**src/common/mrs_defines.svh**
```systemverilog
// constants of the message receiver: lengths, kind codes, initial values
// assumes byte-wide delivery of one message at a time by the transport
`ifndef MRS_DEFINES_SVH
`define MRS_DEFINES_SVH
`define MRS_HDR_LEN 16'h0014
`define MRS_SUBHDR_LEN 16'h0004
`define MRS_LAST_SUBHDR_IDX 16'h0003
`define MRS_CAP_N 16'h001c
`define MRS_CAP_BITS 224
`define MRS_MAGIC 32'h5254_5053
`define MRS_CUR_REV 16'h0204
`define MRS_MAKER_NONE 16'h0000
`define MRS_KNOWN_MAKER 16'h0001
`define MRS_PREFIX_NONE 96'h0000_0000_0000_0000_0000_0000
`define MRS_ADDR_INVALID 128'h0000_0000_0000_0000_0000_0000_0000_0000
`define MRS_PORT_INVALID 32'h0000_0000
`define MRS_TIME_INVALID 64'hffff_ffff_ffff_ffff
`define MRS_PAD_SUB 8'h01
`define MRS_ACK_NAK_SUB 8'h06
`define MRS_LIVENESS_SUB 8'h07
`define MRS_GAP_SUB 8'h08
`define MRS_TIME_INFO_SUB 8'h09
`define MRS_SRC_INFO_SUB 8'h0c
`define MRS_DST_INFO_SUB 8'h0e
`define MRS_REPLY_INFO_SUB 8'h0f
`define MRS_FRAGMENT_NAK_SUB 8'h12
`define MRS_LIVENESS_FRAGMENT_SUB 8'h13
`define MRS_DATA_SUB 8'h15
`define MRS_DATA_FRAGMENT_SUB 8'h16
`define MRS_VENDOR_LO 8'h80
`define MRS_MIN_SRC 16'h0014
`define MRS_MIN_DST 16'h000c
`define MRS_MIN_TIME 16'h0008
`define MRS_MIN_REPLY 16'h0004
`define MRS_FLAG_ORDER 0
`define MRS_FLAG_TINVAL 1
`define MRS_MASK_DATA 8'h1f
`define MRS_MASK_FRAG 8'h0f
`define MRS_MASK_ACK 8'h03
`define MRS_MASK_BASE 8'h01
`define MRS_OFF_REV 4
`define MRS_OFF_MAKER 6
`define MRS_OFF_PREFIX 8
`define MRS_OFF_LKIND 4
`define MRS_OFF_LPORT 8
`define MRS_OFF_LADDR 12
`endif

```
**src/common/mrs_pkg.sv**
```systemverilog
// types shared by the message receiver and its buffer
// assumes the constants of mrs_defines.svh
package mrs_pkg;
	typedef logic [7:0] mrs_byte_t;
	typedef struct packed {
		logic [31:0] kind;
		logic [31:0] port;
		logic [127:0] addr;
	} mrs_locator_s;
	typedef struct packed {
		logic [15:0] sender_proto_rev;
		logic [15:0] sender_maker_code;
		logic [95:0] sender_unique_prefix;
		logic [95:0] target_unique_prefix;
		mrs_locator_s single_reply_addr_list;
		mrs_locator_s group_reply_addr_list;
		logic time_present_flag;
		logic [63:0] timestamp;
	} mrs_ctx_s;
	typedef struct packed {
		mrs_byte_t data;
		logic first;
		logic last;
		logic [15:0] msg_total_len;
		logic [31:0] transport_kind;
		logic [127:0] src_addr;
		logic src_addr_ok;
	} mrs_word_s;
	typedef struct packed {
		mrs_byte_t sub_kind_code;
		mrs_byte_t flags;
		logic [15:0] body_len;
		logic to_end;
	} mrs_desc_s;
	typedef enum logic [2:0] {MRS_IDLE, MRS_MHDR, MRS_SHDR, MRS_BODY, MRS_DRAIN} mrs_state_e;
endpackage

```
**src/core/mrs_receiver.sv**
```systemverilog
// message receiver: byte FIFO plus the submessage walker and its context
// assumes the transport hands one message at a time, byte wide, with meta on every beat
//
// Contract
// each new message wipes the old context and loads initial values first.
// initial rev current, maker and source prefix none, target local, no time.
// unicast reply locator: transport kind, source address or invalid, invalid port.
// multicast reply locator: transport kind, invalid address, invalid port.
// fewer bytes left than a submessage header abandons the rest.
// length field finds the next submessage; an oversize length abandons the rest.
// kinds outside the defined set are skipped, walking continues.
// vendor range kinds from an unrecognised maker are skipped.
// flag bits not defined for a kind are ignored.
// a valid length always steers to the next submessage, known kinds too.
// a known submessage failing its checks abandons it and the rest.
// only the header and the four info kinds change the context.
// endpoint kinds are delivered with the current context.
// a context update governs every later submessage of the message.
// flag bit 0 picks byte order; set means little endian.
// zero length means the submessage runs to the message end.
// length excludes the four header bytes.
// header is kind, flags, two length bytes; abandoning raises an event.
// transport gives bounded messages with length, transport kind and source.
`timescale 1ns/1ps
`include "mrs_defines.svh"

module mrs_fifo #(
	parameter int W = 8,
	parameter int DEPTH = 16
) (
	// clock and reset
	input wire logic clock_in,
	input wire logic reset_n_in,
	// fill side
	input wire logic [W-1:0] wr_data_in,
	input wire logic wr_valid_in,
	output logic wr_ready_out,
	// drain side
	output logic [W-1:0] rd_data_out,
	output logic rd_valid_out,
	input wire logic rd_ready_in
);
	localparam int AW = $clog2(DEPTH);
	logic [W-1:0] mem_q [DEPTH];
	logic [AW-1:0] wp_q;
	logic [AW-1:0] rp_q;
	logic [AW:0] cnt_q;
	logic push;
	logic pull;
	logic [AW:0] cnt_d;

	assign push = wr_valid_in && wr_ready_out;
	assign pull = rd_valid_out && rd_ready_in;
	assign rd_data_out = mem_q[rp_q];
	assign cnt_d = cnt_q + {{AW{1'b0}}, push} - {{AW{1'b0}}, pull};

	always_ff @(posedge clock_in)
	begin
		if (push)
		begin
			mem_q[wp_q] <= wr_data_in;
		end
	end

	always_ff @(posedge clock_in or negedge reset_n_in)
	begin
		if (!reset_n_in)
		begin
			wp_q <= '0;
			rp_q <= '0;
			cnt_q <= '0;
			wr_ready_out <= 1'b1;
			rd_valid_out <= 1'b0;
		end
		else
		begin
			wp_q <= push ? AW'(wp_q + 1'b1) : wp_q;
			rp_q <= pull ? AW'(rp_q + 1'b1) : rp_q;
			cnt_q <= cnt_d;
			wr_ready_out <= (cnt_d != (AW+1)'(DEPTH));
			rd_valid_out <= (cnt_d != '0);
		end
	end
endmodule

module mrs_receiver (
	// clock and reset
	input wire logic clock_in,
	input wire logic reset_n_in,
	// received datagram bytes with transport meta
	input wire mrs_pkg::mrs_word_s in_word_in,
	input wire logic in_valid_in,
	output logic in_ready_out,
	// local participant
	input wire logic [95:0] local_prefix_in,
	// submessage body bytes toward the endpoint
	output mrs_pkg::mrs_byte_t body_byte_out,
	output logic body_valid_out,
	input wire logic body_ready_in,
	// delivery, context and events
	output mrs_pkg::mrs_desc_s deliver_desc_out,
	output logic deliver_out,
	output mrs_pkg::mrs_ctx_s ctx_out,
	output logic abandon_out,
	output logic msg_done_out
);
	mrs_pkg::mrs_word_s w;
	logic f_valid;
	logic pop;
	mrs_pkg::mrs_state_e state_q;
	mrs_pkg::mrs_state_e st_d;
	logic [15:0] idx_q;
	logic [15:0] rem_q;
	logic [15:0] rem_n;
	logic [15:0] body_q;
	logic [15:0] blen;
	logic [15:0] hlen;
	mrs_pkg::mrs_byte_t kind_q;
	mrs_pkg::mrs_byte_t flags_q;
	mrs_pkg::mrs_byte_t b2_q;
	logic to_end_q;
	logic [`MRS_CAP_BITS-1:0] cap_q;
	logic [`MRS_CAP_BITS-1:0] cap_w;
	logic init;
	logic hdr_ok;
	logic sub_end;
	logic len_go;
	logic abandon_d;
	logic fwd;

	function automatic logic [15:0] sub_len(input logic le, input logic [7:0] b2,
		input logic [7:0] b3);
		sub_len = le ? {b3, b2} : {b2, b3};
	endfunction

	function automatic logic is_endpoint(input logic [7:0] k);
		case (k)
			`MRS_DATA_SUB, `MRS_DATA_FRAGMENT_SUB, `MRS_LIVENESS_SUB, `MRS_ACK_NAK_SUB,
			`MRS_GAP_SUB, `MRS_LIVENESS_FRAGMENT_SUB, `MRS_FRAGMENT_NAK_SUB: is_endpoint = 1'b1;
			default: is_endpoint = 1'b0;
		endcase
	endfunction

	// least body length of each info kind; zero means no check
	function automatic logic [15:0] min_len(input logic [7:0] k, input logic [7:0] f);
		case (k)
			`MRS_SRC_INFO_SUB: min_len = `MRS_MIN_SRC;
			`MRS_DST_INFO_SUB: min_len = `MRS_MIN_DST;
			`MRS_REPLY_INFO_SUB: min_len = `MRS_MIN_REPLY;
			`MRS_TIME_INFO_SUB: min_len = f[`MRS_FLAG_TINVAL] ? 16'h0000 : `MRS_MIN_TIME;
			default: min_len = 16'h0000;
		endcase
	endfunction

	function automatic logic [7:0] flag_mask(input logic [7:0] k);
		case (k)
			`MRS_DATA_SUB: flag_mask = `MRS_MASK_DATA;
			`MRS_DATA_FRAGMENT_SUB: flag_mask = `MRS_MASK_FRAG;
			`MRS_ACK_NAK_SUB, `MRS_LIVENESS_SUB: flag_mask = `MRS_MASK_ACK;
			default: flag_mask = `MRS_MASK_BASE;
		endcase
	endfunction

	// 16 bytes of the capture window starting at a byte offset
	function automatic logic [127:0] cap_at(input logic [`MRS_CAP_BITS-1:0] c, input int off);
		cap_at = c[`MRS_CAP_BITS-1-8*off -: 128];
	endfunction

	mrs_fifo #(
		.W($bits(mrs_pkg::mrs_word_s)),
		.DEPTH(16)
	) u_fifo (
		.clock_in(clock_in),
		.reset_n_in(reset_n_in),
		.wr_data_in(in_word_in),
		.wr_valid_in(in_valid_in),
		.wr_ready_out(in_ready_out),
		.rd_data_out(w),
		.rd_valid_out(f_valid),
		.rd_ready_in(pop)
	);

	// an unread body byte stalls the walker, so back-pressure reaches the fifo and transport
	assign pop = f_valid && (!body_valid_out || body_ready_in);
	assign rem_n = (rem_q == 16'h0000) ? 16'h0000 : rem_q - 16'h0001;
	assign hlen = sub_len(flags_q[`MRS_FLAG_ORDER], b2_q, w.data);
	assign blen = (hlen == 16'h0000) ? rem_n : hlen;
	assign fwd = is_endpoint(kind_q)
		|| (kind_q >= `MRS_VENDOR_LO && ctx_out.sender_maker_code == `MRS_KNOWN_MAKER);

	always_comb
	begin
		cap_w = cap_q;
		if (pop && state_q != mrs_pkg::MRS_SHDR && state_q != mrs_pkg::MRS_DRAIN
			&& idx_q < `MRS_CAP_N)
		begin
			cap_w[`MRS_CAP_BITS-1-8*idx_q -: 8] = w.data;
		end
	end

	always_comb
	begin
		st_d = state_q;
		init = 1'b0;
		hdr_ok = 1'b0;
		sub_end = 1'b0;
		len_go = 1'b0;
		abandon_d = 1'b0;
		if (pop)
		begin
			case (state_q)
				mrs_pkg::MRS_IDLE:
				begin
					if (w.first)
					begin
						init = 1'b1;
						st_d = mrs_pkg::MRS_MHDR;
						if (w.msg_total_len < `MRS_HDR_LEN)
						begin
							st_d = mrs_pkg::MRS_DRAIN;
							abandon_d = 1'b1;
						end
					end
				end
				mrs_pkg::MRS_MHDR:
				begin
					if (idx_q == `MRS_HDR_LEN - 16'h0001)
					begin
						if (32'(cap_at(cap_w, 0) >> 96) == `MRS_MAGIC)
						begin
							hdr_ok = 1'b1;
							st_d = (rem_n == 16'h0000) ? mrs_pkg::MRS_IDLE : mrs_pkg::MRS_SHDR;
						end
						else
						begin
							st_d = mrs_pkg::MRS_DRAIN;
							abandon_d = 1'b1;
						end
					end
				end
				mrs_pkg::MRS_SHDR:
				begin
					if (idx_q == 16'h0000 && rem_q < `MRS_SUBHDR_LEN)
					begin
						st_d = mrs_pkg::MRS_DRAIN;
						abandon_d = 1'b1;
					end
					else if (idx_q == `MRS_LAST_SUBHDR_IDX)
					begin
						if (hlen > rem_n || blen < min_len(kind_q, flags_q))
						begin
							st_d = mrs_pkg::MRS_DRAIN;
							abandon_d = 1'b1;
						end
						else if (blen == 16'h0000)
						begin
							sub_end = 1'b1;
							st_d = (rem_n == 16'h0000) ? mrs_pkg::MRS_IDLE : mrs_pkg::MRS_SHDR;
						end
						else
						begin
							len_go = 1'b1;
							st_d = mrs_pkg::MRS_BODY;
						end
					end
				end
				mrs_pkg::MRS_BODY:
				begin
					if (body_q == 16'h0001)
					begin
						sub_end = 1'b1;
						st_d = (rem_n == 16'h0000) ? mrs_pkg::MRS_IDLE : mrs_pkg::MRS_SHDR;
					end
				end
				default:
				begin
				end
			endcase
			// a message cut short by the transport ends the walk here
			if (w.last && st_d != mrs_pkg::MRS_IDLE)
			begin
				abandon_d = abandon_d || (state_q != mrs_pkg::MRS_DRAIN
					&& st_d != mrs_pkg::MRS_DRAIN);
				st_d = mrs_pkg::MRS_IDLE;
			end
		end
	end

	always_ff @(posedge clock_in or negedge reset_n_in)
	begin
		if (!reset_n_in)
		begin
			state_q <= mrs_pkg::MRS_IDLE;
			idx_q <= 16'h0000;
			rem_q <= 16'h0000;
			body_q <= 16'h0000;
		end
		else if (pop)
		begin
			state_q <= st_d;
			rem_q <= init ? w.msg_total_len - 16'h0001 : rem_n;
			if (init)
			begin
				idx_q <= 16'h0001;
			end
			else if (sub_end || st_d != state_q)
			begin
				idx_q <= 16'h0000;
			end
			else
			begin
				idx_q <= idx_q + 16'h0001;
			end
			if (len_go)
			begin
				body_q <= blen;
			end
			else if (state_q == mrs_pkg::MRS_BODY)
			begin
				body_q <= body_q - 16'h0001;
			end
		end
	end

	// submessage header bytes: kind, flags, then two length bytes
	always_ff @(posedge clock_in or negedge reset_n_in)
	begin
		if (!reset_n_in)
		begin
			kind_q <= 8'h00;
			flags_q <= 8'h00;
			b2_q <= 8'h00;
			to_end_q <= 1'b0;
			cap_q <= '0;
		end
		else if (pop)
		begin
			cap_q <= cap_w;
			if (state_q == mrs_pkg::MRS_SHDR)
			begin
				case (idx_q[1:0])
					2'h0: kind_q <= w.data;
					2'h1: flags_q <= w.data;
					2'h2: b2_q <= w.data;
					default: to_end_q <= (hlen == 16'h0000);
				endcase
			end
		end
	end

	always_ff @(posedge clock_in or negedge reset_n_in)
	begin
		if (!reset_n_in)
		begin
			ctx_out <= '0;
		end
		else if (init)
		begin
			ctx_out.sender_proto_rev <= `MRS_CUR_REV;
			ctx_out.sender_maker_code <= `MRS_MAKER_NONE;
			ctx_out.sender_unique_prefix <= `MRS_PREFIX_NONE;
			ctx_out.target_unique_prefix <= local_prefix_in;
			ctx_out.time_present_flag <= 1'b0;
			ctx_out.timestamp <= `MRS_TIME_INVALID;
			ctx_out.single_reply_addr_list.kind <= w.transport_kind;
			ctx_out.single_reply_addr_list.addr <= w.src_addr_ok ? w.src_addr : `MRS_ADDR_INVALID;
			ctx_out.single_reply_addr_list.port <= `MRS_PORT_INVALID;
			ctx_out.group_reply_addr_list.kind <= w.transport_kind;
			ctx_out.group_reply_addr_list.addr <= `MRS_ADDR_INVALID;
			ctx_out.group_reply_addr_list.port <= `MRS_PORT_INVALID;
		end
		else if (hdr_ok || (sub_end && kind_q == `MRS_SRC_INFO_SUB))
		begin
			ctx_out.sender_proto_rev <= 16'(cap_at(cap_w, `MRS_OFF_REV) >> 112);
			ctx_out.sender_maker_code <= 16'(cap_at(cap_w, `MRS_OFF_MAKER) >> 112);
			ctx_out.sender_unique_prefix <= 96'(cap_at(cap_w, `MRS_OFF_PREFIX) >> 32);
		end
		else if (sub_end && kind_q == `MRS_DST_INFO_SUB)
		begin
			ctx_out.target_unique_prefix <= 96'(cap_at(cap_w, 0) >> 32);
		end
		else if (sub_end && kind_q == `MRS_TIME_INFO_SUB)
		begin
			ctx_out.time_present_flag <= !flags_q[`MRS_FLAG_TINVAL];
			ctx_out.timestamp <= flags_q[`MRS_FLAG_TINVAL] ? `MRS_TIME_INVALID
				: 64'(cap_at(cap_w, 0) >> 64);
		end
		else if (sub_end && kind_q == `MRS_REPLY_INFO_SUB && body_q >= 16'h0001
			&& 32'(cap_at(cap_w, 0) >> 96) != 32'h0000_0000)
		begin
			// only the first unicast locator is kept; longer lists are not held
			ctx_out.single_reply_addr_list.kind <= 32'(cap_at(cap_w, `MRS_OFF_LKIND) >> 96);
			ctx_out.single_reply_addr_list.port <= 32'(cap_at(cap_w, `MRS_OFF_LPORT) >> 96);
			ctx_out.single_reply_addr_list.addr <= cap_at(cap_w, `MRS_OFF_LADDR);
		end
	end

	always_ff @(posedge clock_in or negedge reset_n_in)
	begin
		if (!reset_n_in)
		begin
			body_byte_out <= 8'h00;
			body_valid_out <= 1'b0;
			deliver_out <= 1'b0;
			deliver_desc_out <= '0;
			abandon_out <= 1'b0;
			msg_done_out <= 1'b0;
		end
		else
		begin
			deliver_out <= sub_end && fwd;
			abandon_out <= abandon_d;
			msg_done_out <= pop && st_d == mrs_pkg::MRS_IDLE && state_q != mrs_pkg::MRS_IDLE;
			if (sub_end)
			begin
				deliver_desc_out.sub_kind_code <= kind_q;
				deliver_desc_out.flags <= flags_q & flag_mask(kind_q);
				deliver_desc_out.body_len <= (state_q == mrs_pkg::MRS_SHDR) ? 16'h0000 : idx_q + 16'h0001;
				deliver_desc_out.to_end <= to_end_q && state_q == mrs_pkg::MRS_BODY;
			end
			if (pop && state_q == mrs_pkg::MRS_BODY && fwd)
			begin
				body_byte_out <= w.data;
				body_valid_out <= 1'b1;
			end
			else if (body_ready_in)
			begin
				body_valid_out <= 1'b0;
			end
		end
	end
endmodule

```
**config.mk**
```make
export PLATFORM = sky130hd
export DESIGN_NAME = mrs_receiver
export DESIGN_NICKNAME = d
export VERILOG_FILES = /design/src/common/mrs_pkg.sv /design/src/core/mrs_receiver.sv
export VERILOG_INCLUDE_DIRS = /design/src /design/src/common
export SDC_FILE = /design/constraint.sdc
export NUM_CORES = 2
export LEC_CHECK = 0
export BUFFER_PORTS_ARGS = -buffer_cell sky130_fd_sc_hd__buf_2
export CORE_AREA = 2 2 628 630
export DETAILED_ROUTE_END_ITERATION = 8
export DIE_AREA = 0 0 630 632
export HOLD_SLACK_MARGIN = 0.12
export PLACE_DENSITY_LB_ADDON = 0.2
export SYNTH_ARGS = -nofsm -noshare
export SYNTH_HDL_FRONTEND = slang
export SYNTH_SLANG_ARGS = --single-unit
```
**constraint.sdc**
```tcl
create_clock -name clock_in -period 6.65 [get_ports clock_in]
set_input_delay 0.3325 -clock clock_in [delete_from_list [all_inputs] [get_ports clock_in]]
set_output_delay 0.3325 -clock clock_in [all_outputs]
set_load 0.05 [all_outputs]
```
==> metrics.txt <==
status finished, final reports clean; grt ovf 0; Seq cells post-synth 3,859; DRT Wirelength 511 mm; H-tree depth 5; Tightest Pin Transition 1.31 ns; area grow syn2layout 18.5%; nets@finish 10,200; Initial DRC Count 8,918; vias in the first global route 86,700; largest net degree at the start of global routing 157; asr flop ratio synth 22.5%; Largest delay share family, worst path simple AND/OR/NAND/NOR gates; CP peak stage delay 0.84 ns; CTS tree done; Worst slew margin 12.6%; Fmax 160 MHz; Final Skew 0.0516 ns; initial core utilization 38.9%; Crit. End Element flop; DRC viols 0; post-synthesis cell area 0.152 mm^2; Seq/Total Area, Yosys 73.3%; Rows 230; CP arrival 7.11 ns; via count 86,700; Die H 632 um; Final Setup Violations 0; setup_tns 0 ns; ys flop type edfxtp_1; Inserted Clock Buffers 411; cell-internal power 52.6 mW; peak supply drop 547 uV; core area 0.391 mm^2; Detailed Place HPWL 314 mm; gr usage total 25.3%; Cells after Synth 8,522; maxcap violations 0; Die Wd 630 um; Die Area 0.398 mm^2; count leader, synth edfxtp_1; CP required 7.50 ns; Seq pwr share 36.5%; Hold Path Class primary input to flop; max-slew violations 0; DRT antenna net count 0; Slowest cell on crit path or4_4; fillcell total 33,700; top cells by area, synth edfxtp_1 59%, dfrtp_1 14%, mux4_2 13%; Crit Path Category flop to flop; # hold bufs at CTS 328; final hold viol count 0; Port Buffer Count 842; area of the multi-input gates 0.0376 mm^2; CP bufs+invs 1; overall power 83.5 mW; post-synth top area share 59.0%; Syn Area/Cell 17.9 um^2; RSZ-0062 raised after global routing no; initial antenna violation count 115; Post-synth EDFFs 2,992; Setup Fix Bufs, Post-CTS 0; Final Wtd Congestion 0.934; share of layout cells above drive strength 1 26.6%; clk_lat worst skew 0.96 ns; first-pass GRT wire length 703 mm; top-level port count 1,006; Max clock buf depth 4; period utilization 94.2%; Yosys cell types 84; Post-CTS Resized 0; area occupied by registers 0.112 mm^2; P_leak 64.4 nW; CTS clk-pin slew, worst paths 0.06 ns; routed len/inst 33.0 um; CP max FO 36; Sw Share 37.0%; fin crit period 6.26 ns; Clk Tree Root Cell clkbuf_16; synth cell count leaders 2,992 x edfxtp_1, 909 x mux4_2, 866 x dfrtp_1, 606 x nand2_1, 536 x o21ai_0; CP cell instances mux4_2, o22ai_1, o21ai_2, or4_1, or4_4, or4b_1, o21ai_0, ha_1, o2111ai_1, and2_1, nor2_1, a31oi_4, or4_4, buf_4, nand2_1, o21ai_0, a21o_1; Psw 30.9 mW; PwrDens 463 mW/mm^2; cell taking the most area after synthesis edfxtp_1; clock power share 27.8%; Num Clock Sinks 3,859; synth warn 0; combinational share of power 35.8%; Worst Setup Start Kind flop; DR pass1 iterations 6; post-DR vias/cell 5.60
==> state kept, by name, summed over array words and instances, names as in the netlist, 3 cells and up <==
name	flops
u_fifo.rp_q	4
deliver_desc_out	30
u_fifo.wp_q	4
b2_q	8
state_q	3
flags_q	5
idx_q	16
ctx_out	513
u_fifo.cnt_q	5
kind_q	8
u_fifo.mem_q	2992
cap_q	224
rem_q	16
body_q	16
body_byte_out	8
==> routing by layer <==
layer | vias to the layer above | GRT usage [%] | routed length (um)
li1 | 35800 | - | -
met1 | 46400 | 32.7 | 202000
met2 | 3490 | 40.7 | 244000
met3 | 875 | 4.32 | 32000
met4 | 46 | 13.8 | 32300
met5 | - | 0 | 296
==> per-stage QoR <==
step	instances	area, um^2	util (%)	worst slack (ns)	hold WS, ns
after floorplan	8684	153000	-	0.628	0.0369
after global placement	14400	163000	41.7	0.501	0.416
after detailed placement	14400	163000	41.7	0.439	0.424
after CTS	15500	180000	46.1	0.461	0.122
after global routing	15500	180000	46.1	0.147	0.177
final	15500	180000	46.1	0.387	0.193
==> cell usage in the layout, fill, tap and decap left out, drive strengths merged, types with 15 or more instances in the layout <==
cell         count
nand2          606
diode           37
o211ai          27
a21oi          231
mux2i          184
nand3          320
edfxtp        2992
nand2b          17
mux2            38
a22oi           31
nor4            26
conb           163
inv            212
and2            58
or4             15
a21o            72
clkinv         143
o21ai          560
nand4           22
buf           1107
mux4           909
xnor2           27
dfrtp          866
clkbuf         567
nor3            54
or3             16
nor2           295
dlygate4sd3    327
o21a            33
nor2b           16
o31ai           28
o22a            19
xor2            24
and3            21
ha              38
bufinv          35
==> final timing paths <==
| kind | start | cells after the start | slack, ns | endpoint |
|---|---|---|---|---|
| worst min-delay path | local_prefix_in[30] | 4 | 0.19 | ctx_out[479]$_DFFE_PN0P_ |
| max in group asynchronous | reset_n_in | 5 | 4.69 | cap_q[142]$_DFFE_PN0P_ |
| worst max-delay path | u_fifo.rp_q[1]$_DFFE_PN0P_ | 17 | 0.39 | ctx_out[430]$_DFFE_PN0P_ |
| worst max register to register | u_fifo.rp_q[1]$_DFFE_PN0P_ | 17 | 0.39 | ctx_out[430]$_DFFE_PN0P_ |
| worst min register to register | deliver_desc_out[32]$_DFFE_PN0P_ | 2 | 0.47 | deliver_desc_out[32]$_DFFE_PN0P_ |
| min in group asynchronous | reset_n_in | 3 | 0.65 | u_fifo.wr_ready_out$_DFF_PN1_ |
==> layout make-up <==
| class | instances | share of cell area [%] |
|---|---|---|
| antenna | 37 | 0.0513 |
| clock buffer | 567 | 6.36 |
| clock inverter | 204 | 1.22 |
| inverter | 197 | 0.414 |
| multi-input combinational | 3972 | 20.8 |
| sequential | 3859 | 61.8 |
| tap | 5220 | 3.62 |
| timing repair buffer | 1434 | 5.66 |
==> worst min-delay path, delay by kind of cell <==
kind / cells / cell delay (ns)
buffers and inverters: 2 / 0.68
AOI/OAI and AO/OA: 1 / 0.06
and+or+nand+nor: 1 / 0.04
==> power by group through the flow <==
| stage | combinational, mW | sequential [mW] | clock (mW) |
|---|---|---|---|
| final | 29.9 | 30.5 | 23.2 |
| after global routing | 31.4 | 30.6 | 24.5 |
| after CTS | 30.2 | 30.4 | 23.6 |
| after detailed placement | 29.9 | 30.9 | 0 |
| after global placement | 29.8 | 30.8 | 0 |
| after floorplan | 15.9 | 33.3 | 0 |
==> cells by family (layout without fill, tap and decap cells) <==
logic type	count (synthesis)	after routing	share of synthesized area (%)
AOI/OAI and AO/OA	1072	1072	4.04
xor gates and xnor gates	51	51	0.293
adders and majority gates	39	39	0.326
buffers and inverters	853	2402	2.58
DFF	3859	3859	73.3
muxes	1131	1131	14.9
other	1	200	0.00246
and+or+nand+nor	1516	1516	4.54
Power figures use the tool's default switching activity.
